`config.mk`:
```
export PLATFORM = sky130hd
export DESIGN_NAME = cotbk_channel
export DESIGN_NICKNAME = d
export VERILOG_FILES = /design/src/hw/cotbk_pkg.sv /design/src/hw/cotbk_channel.sv
export SDC_FILE = /design/constraint.sdc
export NUM_CORES = 1
export LEC_CHECK = 0
export BUFFER_PORTS_ARGS = -buffer_cell sky130_fd_sc_hd__buf_2
export CORE_MARGIN = 2
export CORE_UTILIZATION = 60
export CTS_BUF_LIST = sky130_fd_sc_hd__clkbuf_4 sky130_fd_sc_hd__clkbuf_8
export DETAILED_ROUTE_END_ITERATION = 6
export PLACE_DENSITY = 0.87
export REMOVE_ABC_BUFFERS = 1
export SETUP_SLACK_MARGIN = 0.05
export SLEW_MARGIN = 5
export SYNTH_ARGS = -nofsm -noshare
export SYNTH_HDL_FRONTEND = slang
export SYNTH_SLANG_ARGS = --single-unit
```
`constraint.sdc`:
```
create_clock -name REF_CLK_I -period 4.3 [get_ports REF_CLK_I]
set_input_delay 0.645 -clock REF_CLK_I [delete_from_list [all_inputs] [get_ports REF_CLK_I]]
set_output_delay 0.645 -clock REF_CLK_I [all_outputs]
set_load 0.005 [all_outputs]
```
`src/hw/cotbk_pkg.sv`:
```
// package: constants, states and signal groups for the buck channel control block
package cotbk_pkg;
  // clock rate in MHz
  localparam int CLK_MHZ = 250;
  // minimum off-time in ns, rounded up to cycles
  localparam int MIN_OFF_NS = 400;
  localparam int MIN_OFF_CYC = (MIN_OFF_NS * CLK_MHZ + 999) / 1000;
  // negative over-current wait in ns, least time rounded up
  localparam int NEG_WAIT_NS = 2500;
  localparam int NEG_WAIT_CYC = (NEG_WAIT_NS * CLK_MHZ + 999) / 1000;
  // negative over-current re-sense pulse in ns
  localparam int NEG_PULSE_NS = 300;
  localparam int NEG_PULSE_CYC = (NEG_PULSE_NS * CLK_MHZ + 999) / 1000;
  // power-good and undervoltage deglitch in ns
  localparam int DEGLITCH_NS = 5000;
  localparam int DEGLITCH_CYC = (DEGLITCH_NS * CLK_MHZ + 999) / 1000;
  // zero crossings needed to enter pulse-skip mode
  localparam int SKIP_ENTRY_CNT = 8;
  // soft-start phase length and phase count in switching cycles
  localparam int SS_PHASE_CYC = 110;
  localparam int SS_PHASES = 4;
  localparam int SS_TOTAL_CYC = SS_PHASE_CYC * SS_PHASES;
  // counter width for all timers
  localparam int TMR_W = 12;
  // soft-start limit fraction codes (quarters of full limit)
  localparam logic [1:0] LIM_25 = 2'h0;
  localparam logic [1:0] LIM_100 = 2'h3;

  // decoded enable pin state
  typedef enum logic [1:0] {
    COTBK_EN_OFF,
    COTBK_EN_CCM,
    COTBK_EN_SKIP
  } cotbk_en_e;

  // switching phase state
  typedef enum logic [2:0] {
    COTBK_IDLE,
    COTBK_HIGH_ON,
    COTBK_LOW_ON,
    COTBK_NEG_WAIT,
    COTBK_NEG_PULSE,
    COTBK_LATCHED
  } cotbk_state_e;

  // comparator inputs from the analog front end
  typedef struct packed {
    logic on_time_done;   // on-time capacitor reached output level
    logic half_on_done;   // extra half on-time elapsed (stretch one-shot)
    logic fb_low;         // feedback at or below regulation
    logic zero_cross;     // phase node crossed power ground
    logic pos_ocp;        // low-side current above limit
    logic neg_ocp;        // phase node above negative threshold
    logic out_in_window;  // output within +/-10 percent
    logic out_above_90;   // output above 90 percent
    logic out_under_70;   // output 30 percent low
    logic out_over_110;   // output 10 percent high
  } cotbk_cmp_s;

  // gate and analog control outputs
  typedef struct packed {
    logic high_side_gate_en;
    logic low_side_gate_en;
    logic gates_hiz;
    logic limit_src_en;
    logic on_time_start;
    logic on_time_stretch;
  } cotbk_drv_s;
endpackage : cotbk_pkg

```
`src/hw/cotbk_channel.sv`:
```
// module: control logic for one constant on-time buck channel
// Functional notes
// - on-time ends from capacitor comparator, no clock
// - pin at supply: enable plus pulse-skip
// - pin floating: enable, continuous conduction only
// - pin low: shut down, both gates high-Z
// - enter skip after eight consecutive zero crossings
// - in skip, low gate off at zero
// - in skip, stretch on-time by half
// - missing crossing exits skip, restarts count
// - limit source on only with low side
// - positive over-current blocks next high turn-on
// - negative current threshold turns low side off
// - wait, pulse low gate, repeat until clear
// - power-good low outside ten percent window
// - power-good held low through soft-start, 90 percent
// - power-good follows window after 5 us persistence, drops at once on disable or fault
// - extreme over-current keeps high off, UV latch
// - power-good only pulled low, external pull-up
// - minimum 400 ns off-time between on-times
// - four soft-start phases, first doubles off-time
// - 30 percent undervoltage for 5 us after soft-start latches off
`timescale 1ns/1ns
module cotbk_channel
  import cotbk_pkg::*;
#(
  parameter int DEGLITCH_CYCLES = DEGLITCH_CYC  // deglitch length, shortenable
) (
  // clock and reset
  input wire logic REF_CLK_I,
  input wire logic RST_I,
  // enable pin sensing: driven high, driven low (floating = neither)
  input wire logic EN_PIN_HIGH_I,
  input wire logic EN_PIN_LOW_I,
  // analog supply good
  input wire logic SUPPLY_OK_I,
  // comparator inputs
  input wire cotbk_cmp_s CMP_I,
  // gate and analog controls
  output cotbk_drv_s DRV_O,
  output logic [1:0] LIMIT_LEVEL_O,
  // open-drain power-good
  output logic POWER_GOOD_OUT_O,
  output logic POWER_GOOD_OUT_OE_O,
  // status
  output logic SKIP_MODE_O,
  output logic FAULT_LATCHED_O
);
  // refuse a filter length that the timers cannot count
  if (DEGLITCH_CYCLES < 1 || DEGLITCH_CYCLES >= (1 << TMR_W)) begin : g_bad_deglitch
    $error("DEGLITCH_CYCLES out of range");
  end

  ////////////////////////////////////////////////////////////////////////
  // input synchronisers
  cotbk_cmp_s cmp_meta_reg;  // first stage, only read by second
  cotbk_cmp_s cmp_reg;       // synchronised comparators
  logic [2:0] pin_meta_reg;  // first stage for pins
  logic [2:0] pin_reg;       // synchronised pins

  // two flip-flops on every outside input
  always_ff @(posedge REF_CLK_I) begin
    if (RST_I) begin
      cmp_meta_reg <= '0;
      cmp_reg <= '0;
      pin_meta_reg <= 3'h0;
      pin_reg <= 3'h0;
    end else begin
      cmp_meta_reg <= CMP_I;
      cmp_reg <= cmp_meta_reg;
      pin_meta_reg <= {SUPPLY_OK_I, EN_PIN_LOW_I, EN_PIN_HIGH_I};
      pin_reg <= pin_meta_reg;
    end
  end

  ////////////////////////////////////////////////////////////////////////
  // enable decode
  cotbk_en_e en_mode;     // decoded pin mode
  logic chan_on;          // channel allowed to run
  logic chan_on_prev_reg; // for restart detection

  // decode pin level into off, continuous or skip
  always_comb begin
    if (!pin_reg[2] || pin_reg[1]) begin
      en_mode = COTBK_EN_OFF;
    end else if (pin_reg[0]) begin
      en_mode = COTBK_EN_SKIP;
    end else begin
      en_mode = COTBK_EN_CCM;
    end
  end
  assign chan_on = (en_mode != COTBK_EN_OFF);

  // track enable for start-up detection
  always_ff @(posedge REF_CLK_I) begin
    if (RST_I) begin
      chan_on_prev_reg <= 1'b0;
    end else begin
      chan_on_prev_reg <= chan_on;
    end
  end

  ////////////////////////////////////////////////////////////////////////
  // switching state machine
  cotbk_state_e state_reg;
  logic [TMR_W-1:0] tmr_reg;     // off-time and negative-current timers
  logic cycle_end;               // one switching cycle completed (new high turn-on)
  logic crossed_reg;             // zero crossing seen this cycle
  logic [3:0] zc_cnt_reg;        // consecutive crossings
  logic skip_reg;                // pulse-skip mode
  logic uv_latch_reg;            // undervoltage latch
  logic ov_latch_reg;            // overvoltage latch
  logic [1:0] ss_phase_reg;      // soft-start phase
  logic [8:0] ss_cnt_reg;        // cycles in phase
  logic ss_done_reg;             // soft-start finished
  logic [TMR_W-1:0] min_off;     // current minimum off-time
  logic start_ok;                // conditions to start an on-time
  logic fault;

  assign fault = uv_latch_reg | ov_latch_reg;
  // first soft-start phase doubles the minimum off-time
  assign min_off = (!ss_done_reg && ss_phase_reg == LIM_25) ?
                   TMR_W'(2 * MIN_OFF_CYC) : TMR_W'(MIN_OFF_CYC);
  // turn on only at regulation, after off-time, no over-current
  assign start_ok = cmp_reg.fb_low && (tmr_reg >= min_off) && !cmp_reg.pos_ocp;
  assign cycle_end = (state_reg == COTBK_LOW_ON || state_reg == COTBK_IDLE) &&
                     start_ok && chan_on && !fault;

  // phase sequencing, one-shot termination and negative current retry
  always_ff @(posedge REF_CLK_I) begin
    if (RST_I) begin
      state_reg <= COTBK_IDLE;
      tmr_reg <= '0;
    end else if (!chan_on || (chan_on && !chan_on_prev_reg)) begin
      state_reg <= COTBK_IDLE;
      tmr_reg <= '0;
    end else if (fault) begin
      state_reg <= COTBK_LATCHED;
    end else begin
      case (state_reg)
        COTBK_IDLE: begin
          // switching starts with the low side
          state_reg <= COTBK_LOW_ON;
          tmr_reg <= '0;
        end
        COTBK_HIGH_ON: begin
          // end on capacitor compare, stretched by half in skip
          if (cmp_reg.on_time_done && (!skip_reg || cmp_reg.half_on_done)) begin
            state_reg <= COTBK_LOW_ON;
            tmr_reg <= '0;
          end
        end
        COTBK_LOW_ON: begin
          if (tmr_reg != {TMR_W{1'b1}}) begin
            tmr_reg <= tmr_reg + 1'b1;
          end
          if (cmp_reg.neg_ocp) begin
            state_reg <= COTBK_NEG_WAIT;
            tmr_reg <= '0;
          end else if (start_ok) begin
            state_reg <= COTBK_HIGH_ON;   // high held off under OCP
          end
        end
        COTBK_NEG_WAIT: begin
          tmr_reg <= tmr_reg + 1'b1;
          if (tmr_reg >= TMR_W'(NEG_WAIT_CYC - 1)) begin
            state_reg <= COTBK_NEG_PULSE;
            tmr_reg <= '0;
          end
        end
        COTBK_NEG_PULSE: begin
          tmr_reg <= tmr_reg + 1'b1;
          if (tmr_reg >= TMR_W'(NEG_PULSE_CYC - 1)) begin
            // repeat while still negative, else resume
            state_reg <= cmp_reg.neg_ocp ? COTBK_NEG_WAIT : COTBK_LOW_ON;
            tmr_reg <= cmp_reg.neg_ocp ? '0 : TMR_W'(2 * MIN_OFF_CYC);
          end
        end
        COTBK_LATCHED: state_reg <= COTBK_LATCHED;
        default: state_reg <= COTBK_IDLE;
      endcase
    end
  end

  ////////////////////////////////////////////////////////////////////////
  // pulse-skip entry and exit
  // count zero crossings per switching cycle
  // skip is dropped at once when the pin leaves the skip level
  always_ff @(posedge REF_CLK_I) begin
    if (RST_I || en_mode != COTBK_EN_SKIP) begin
      crossed_reg <= 1'b0;
      zc_cnt_reg <= 4'h0;
      skip_reg <= 1'b0;
    end else if (cycle_end) begin
      crossed_reg <= 1'b0;
      if (crossed_reg && en_mode == COTBK_EN_SKIP) begin
        if (zc_cnt_reg < 4'(SKIP_ENTRY_CNT)) begin
          zc_cnt_reg <= zc_cnt_reg + 4'h1;
        end
        if (zc_cnt_reg >= 4'(SKIP_ENTRY_CNT - 1)) begin
          skip_reg <= 1'b1;
        end
      end else begin
        zc_cnt_reg <= 4'h0;
        skip_reg <= 1'b0;
      end
    end else if (state_reg == COTBK_LOW_ON && cmp_reg.zero_cross) begin
      crossed_reg <= 1'b1;
    end
  end

  ////////////////////////////////////////////////////////////////////////
  // soft-start sequencing
  // four phases of switching cycles
  always_ff @(posedge REF_CLK_I) begin
    if (RST_I || !chan_on || !chan_on_prev_reg) begin
      ss_phase_reg <= LIM_25;
      ss_cnt_reg <= 9'h000;
      ss_done_reg <= 1'b0;
    end else if (cycle_end && !ss_done_reg) begin
      if (ss_cnt_reg == 9'(SS_PHASE_CYC - 1)) begin
        ss_cnt_reg <= 9'h000;
        if (ss_phase_reg == LIM_100) begin
          ss_done_reg <= 1'b1;
        end else begin
          ss_phase_reg <= ss_phase_reg + 2'h1;
        end
      end else begin
        ss_cnt_reg <= ss_cnt_reg + 9'h001;
      end
    end
  end

  ////////////////////////////////////////////////////////////////////////
  // deglitched output monitors and latches
  logic pg_raw;                  // window condition wanted by power-good
  logic pg_reg;                  // filtered power-good
  logic [TMR_W-1:0] pg_tmr_reg;
  logic [TMR_W-1:0] uv_tmr_reg;
  logic [TMR_W-1:0] ov_tmr_reg;

  assign pg_raw = cmp_reg.out_in_window && cmp_reg.out_above_90;

  // power-good persistence filter, held low until soft-start done
  always_ff @(posedge REF_CLK_I) begin
    if (RST_I || !chan_on || !ss_done_reg || fault) begin
      pg_reg <= 1'b0;
      pg_tmr_reg <= '0;
    end else if (pg_raw == pg_reg) begin
      pg_tmr_reg <= '0;
    end else if (pg_tmr_reg >= TMR_W'(DEGLITCH_CYCLES - 1)) begin
      pg_reg <= pg_raw;
      pg_tmr_reg <= '0;
    end else begin
      pg_tmr_reg <= pg_tmr_reg + 1'b1;
    end
  end

  // undervoltage and overvoltage fault latches
  always_ff @(posedge REF_CLK_I) begin
    if (RST_I || !chan_on) begin
      uv_latch_reg <= 1'b0;
      ov_latch_reg <= 1'b0;
      uv_tmr_reg <= '0;
      ov_tmr_reg <= '0;
    end else begin
      if (!ss_done_reg || !cmp_reg.out_under_70) begin
        uv_tmr_reg <= '0;
      end else if (uv_tmr_reg >= TMR_W'(DEGLITCH_CYCLES - 1)) begin
        uv_latch_reg <= 1'b1;
      end else begin
        uv_tmr_reg <= uv_tmr_reg + 1'b1;
      end
      if (!cmp_reg.out_over_110) begin
        ov_tmr_reg <= '0;
      end else if (ov_tmr_reg >= TMR_W'(DEGLITCH_CYCLES - 1)) begin
        ov_latch_reg <= 1'b1;
      end else begin
        ov_tmr_reg <= ov_tmr_reg + 1'b1;
      end
    end
  end

  ////////////////////////////////////////////////////////////////////////
  // registered outputs
  cotbk_drv_s drv_next;

  // gate control from state
  always_comb begin
    drv_next = '0;
    drv_next.gates_hiz = !chan_on || uv_latch_reg;
    drv_next.high_side_gate_en = chan_on && !fault && (state_reg == COTBK_HIGH_ON);
    drv_next.low_side_gate_en = chan_on && !uv_latch_reg &&
      ((state_reg == COTBK_LOW_ON && !(skip_reg && crossed_reg)) ||
       state_reg == COTBK_NEG_PULSE || ov_latch_reg);
    drv_next.limit_src_en = drv_next.low_side_gate_en;
    drv_next.on_time_start = drv_next.high_side_gate_en;
    drv_next.on_time_stretch = skip_reg;
  end

  // output flops
  always_ff @(posedge REF_CLK_I) begin
    if (RST_I) begin
      DRV_O <= '{gates_hiz: 1'b1, default: 1'b0};  // gates released in reset
      LIMIT_LEVEL_O <= LIM_25;
      POWER_GOOD_OUT_O <= 1'b0;
      POWER_GOOD_OUT_OE_O <= 1'b1;
      SKIP_MODE_O <= 1'b0;
      FAULT_LATCHED_O <= 1'b0;
    end else begin
      DRV_O <= drv_next;
      LIMIT_LEVEL_O <= ss_done_reg ? LIM_100 : ss_phase_reg;
      POWER_GOOD_OUT_O <= 1'b0;            // only ever drives low
      POWER_GOOD_OUT_OE_O <= !pg_reg;
      SKIP_MODE_O <= skip_reg;
      FAULT_LATCHED_O <= fault;
    end
  end
endmodule : cotbk_channel

```
==> impl_metrics.tcl <==
set metrics [dict create \
    synth_compound_area_frac 0.195 \
    finalSetupViolations 0 \
    ctsHoldBuffers 0 \
    tns_ns 0 \
    grt_max_degree 33 \
    fin_hold_ws_ns 0.441 \
    grt_first_pass_wirelength_um 16500 \
    multi_input_area_um2 2660 \
    p_leak_nw 1.83 \
    netlist_area_um2 4980 \
    clk_latency_ns 0.38 \
    synth.distinct_cells 61 \
    core_um2 8130 \
    cp_data_required_time_ns 4.60 \
    synth_top_family_by_area "simple AND/OR/NAND/NOR gates" \
    hold_path.class "flip-flop to flip-flop" \
    finalClockSkew_ns 0.0147 \
    setup.worst_path.start_class "flip-flop" \
    period_needed_ns 3.00 \
    async_reset_ff_frac 0 \
    final_nets 606 \
    antenna_cells 0 \
    die_h_um 95.1 \
    cts.htree.levels 3 \
    port_buffers 25 \
    path_max_fanout 18 \
    fin_crit_sh 0.699 \
    vias_per_cell 6.26 \
    regToRegSetupSlack_ns 1.30 \
    gp_congestion 0.870 \
    yosys.area.top_type "dfxtp_1" \
    ios 27 \
    layout-drive-gt1-share 0.0972 \
    netlist_instances 556 \
    synth_xor_area_frac 0.0229 \
    maxSlewHeadroom 0.367 \
    postCtsSetupBuffers 0 \
    cap_violations 0 \
    r2r-end "ss_cnt_reg[1]$_SDFFE_PP0N_" \
    cts_buffer_depth 2 \
    cp_slowest_cell "dfxtp_1" \
    synth_top_area_frac 0.430 \
    register_area_um2 2140 \
    ys.warnings.count 0 \
    synth_mux_area_frac 0.00804 \
    fmax_ghz 0.333 \
    cp-endpoint "ss_cnt_reg[1]$_SDFFE_PP0N_" \
    avgSynthCellArea_um2 8.96 \
    cts_sinks 107 \
    path_class "flip-flop to flip-flop" \
    gr-total-overflow 0 \
    cts_buffers 9 \
    grt_usage 0.227 \
    clk_pin_slew_ns 0.11 \
    antenna_found_initial 0 \
    status "complete, no violations" \
    start_util 0.612 \
    hold_path.startpoint "cmp_meta_reg[4]$_SDFF_PP0_" \
    fill_cells 660 \
    arrival_ns 3.31 \
    root_buffer "clkbuf_8" \
    synthAdderAreaFrac 0.0502 \
    cts_tree "done" \
    worst_slew_pin_slew_ns 0.943 \
    power.density_nw_per_um2 322 \
    syn_to_final_growth_pct 7.96 \
    critPathMaxStageDelay_ns 0.51 \
    wl_per_cell_um 14.5 \
    synth_commonest_cells "dfxtp_1, a21oi_1, nor2_1, nand2_1, nor2b_1" \
    rsz0062_at_grt "false" \
    finalHoldViolCount 0 \
    critPathCaptureType "flip-flop" \
    synth-simple-area-share 0.255 \
    wl_um 9900 \
    synth_most_common_cell "dfxtp_1" \
    slew_violations 0 \
    num_vias 4266 \
    antenna_left 0 \
    design.die.area_um2 9050 \
    path_cells "inv_1 > nand2_1 > inv_1 > ha_1 > a21o_1 > a311oi_4 > a21o_1 > o311ai_2 > a211oi_1" \
    ys_top_cells_by_area "dfxtp_1, ha_1, nor2b_1, a21oi_1, o31ai_1" \
    grt_pass1_vias 3795 \
    synthFlopType "dfxtp_1" \
    drtIter0Drc 298 \
    max-vdd-ir-drop_mv 0.231 \
    first_pass_iters 7 \
    die_w_um 95.1 \
    dpl.hpwl_um 7000 \
    ctsResizeCount 0 \
    synth_seq_area_share 0.430 \
    crit_start "ss_done_reg$_SDFFE_PP0P_" \
    drc 0 \
    std_cell_rows 33 \
    reg2reg_depth 9 \
    synth-seq-cells 107 \
    synth_edf_count 0 \
    rr_startpoint "ss_done_reg$_SDFFE_PP0P_" \
]
-- cells by family after synthesis --
family | after synthesis
simple gates | 228
compound gates | 138
flops | 107
buf+inv | 45
fa+ha+maj | 20
xor+xnor | 13
mux | 4
other cells | 1
-- worst max-delay path: cells and delay by family, from the launching register on --
kind,cells,cell delay (ns)
AND/OR/NAND/NOR,1,0.17
buffers and inverters,2,0.25
flip-flops,1,0.51
AO/OA/AOI/OAI,5,1.71
adder cells (fa/ha/maj),1,0.28
-- report_power, final --
group	switching, mW	internal [mW]	total, mW
sequential	0.00450	1.00	1.01
combinational	0.0123	0.0126	0.0249
clock	0.364	0.338	0.702
-- final cells by class --
type                            instances  area share
Tap cell                              105      0.0244
Timing Repair Buffer                   27      0.0261
Inverter                               21      0.0147
Clock inverter                          7      0.0198
Multi-Input combinational cell        405       0.494
Clock buffer                            9      0.0230
Sequential cell                       107       0.398
-- how the worst min path moves through the flow --
stage | slack [ns] | cells past startpoint | endpoint
2_1_floorplan | 0.39 | 1 | POWER_GOOD_OUT_OE_O$_SDFF_PP1_
3_3_place_gp | 0.42 | 1 | POWER_GOOD_OUT_OE_O$_SDFF_PP1_
3_5_place_dp | 0.42 | 1 | cmp_reg[4]$_SDFF_PP0_
4_1_cts | 0.44 | 1 | cmp_reg[4]$_SDFF_PP0_
5_1_grt | 0.46 | 2 | cmp_meta_reg[3]$_SDFF_PP0_
6_report | 0.44 | 1 | cmp_reg[4]$_SDFF_PP0_
-- layer usage --
metal  part of all wire  vias to the layer above  global-route usage
met2               0.50                      128               0.399
met5                  0                        -                   0
met1               0.44                     2051               0.267
met3              0.052                       21              0.0545
li1                   -                     2066                   -
met4              0.016                        0              0.0845
-- cells in the final DEF (no fill, tap or decap), types with 15 or more instances in the layout --
cell | Yosys | layout
a21oi_1 | 41 | 41
buf_2 | 3 | 25
dfxtp_1 | 107 | 107
ha_1 | 20 | 20
inv_1 | 21 | 21
nand2_1 | 35 | 35
nand3_1 | 28 | 28
nor2_1 | 38 | 38
nor2b_1 | 33 | 33
o21ai_0 | 15 | 15
o31ai_1 | 23 | 23
or4_1 | 19 | 19
-- through the flow --
step / setup WS (ns) / power [mW] / std cells / util / cell area (µm²)
4_1_cts: 1.32 / 1.74 / 681 / 0.661 / 5380
3_5_place_dp: 1.35 / 1.06 / 665 / 0.633 / 5150
3_3_place_gp: 1.54 / 1.05 / 665 / 0.633 / 5150
2_1_floorplan: 1.75 / 1.04 / 533 / - / 4880
6_report: 1.30 / 1.73 / 681 / 0.661 / 5380
5_1_grt: 0.922 / 1.79 / 681 / 0.661 / 5380
No activity file was read; power rests on OpenSTA's default activity.
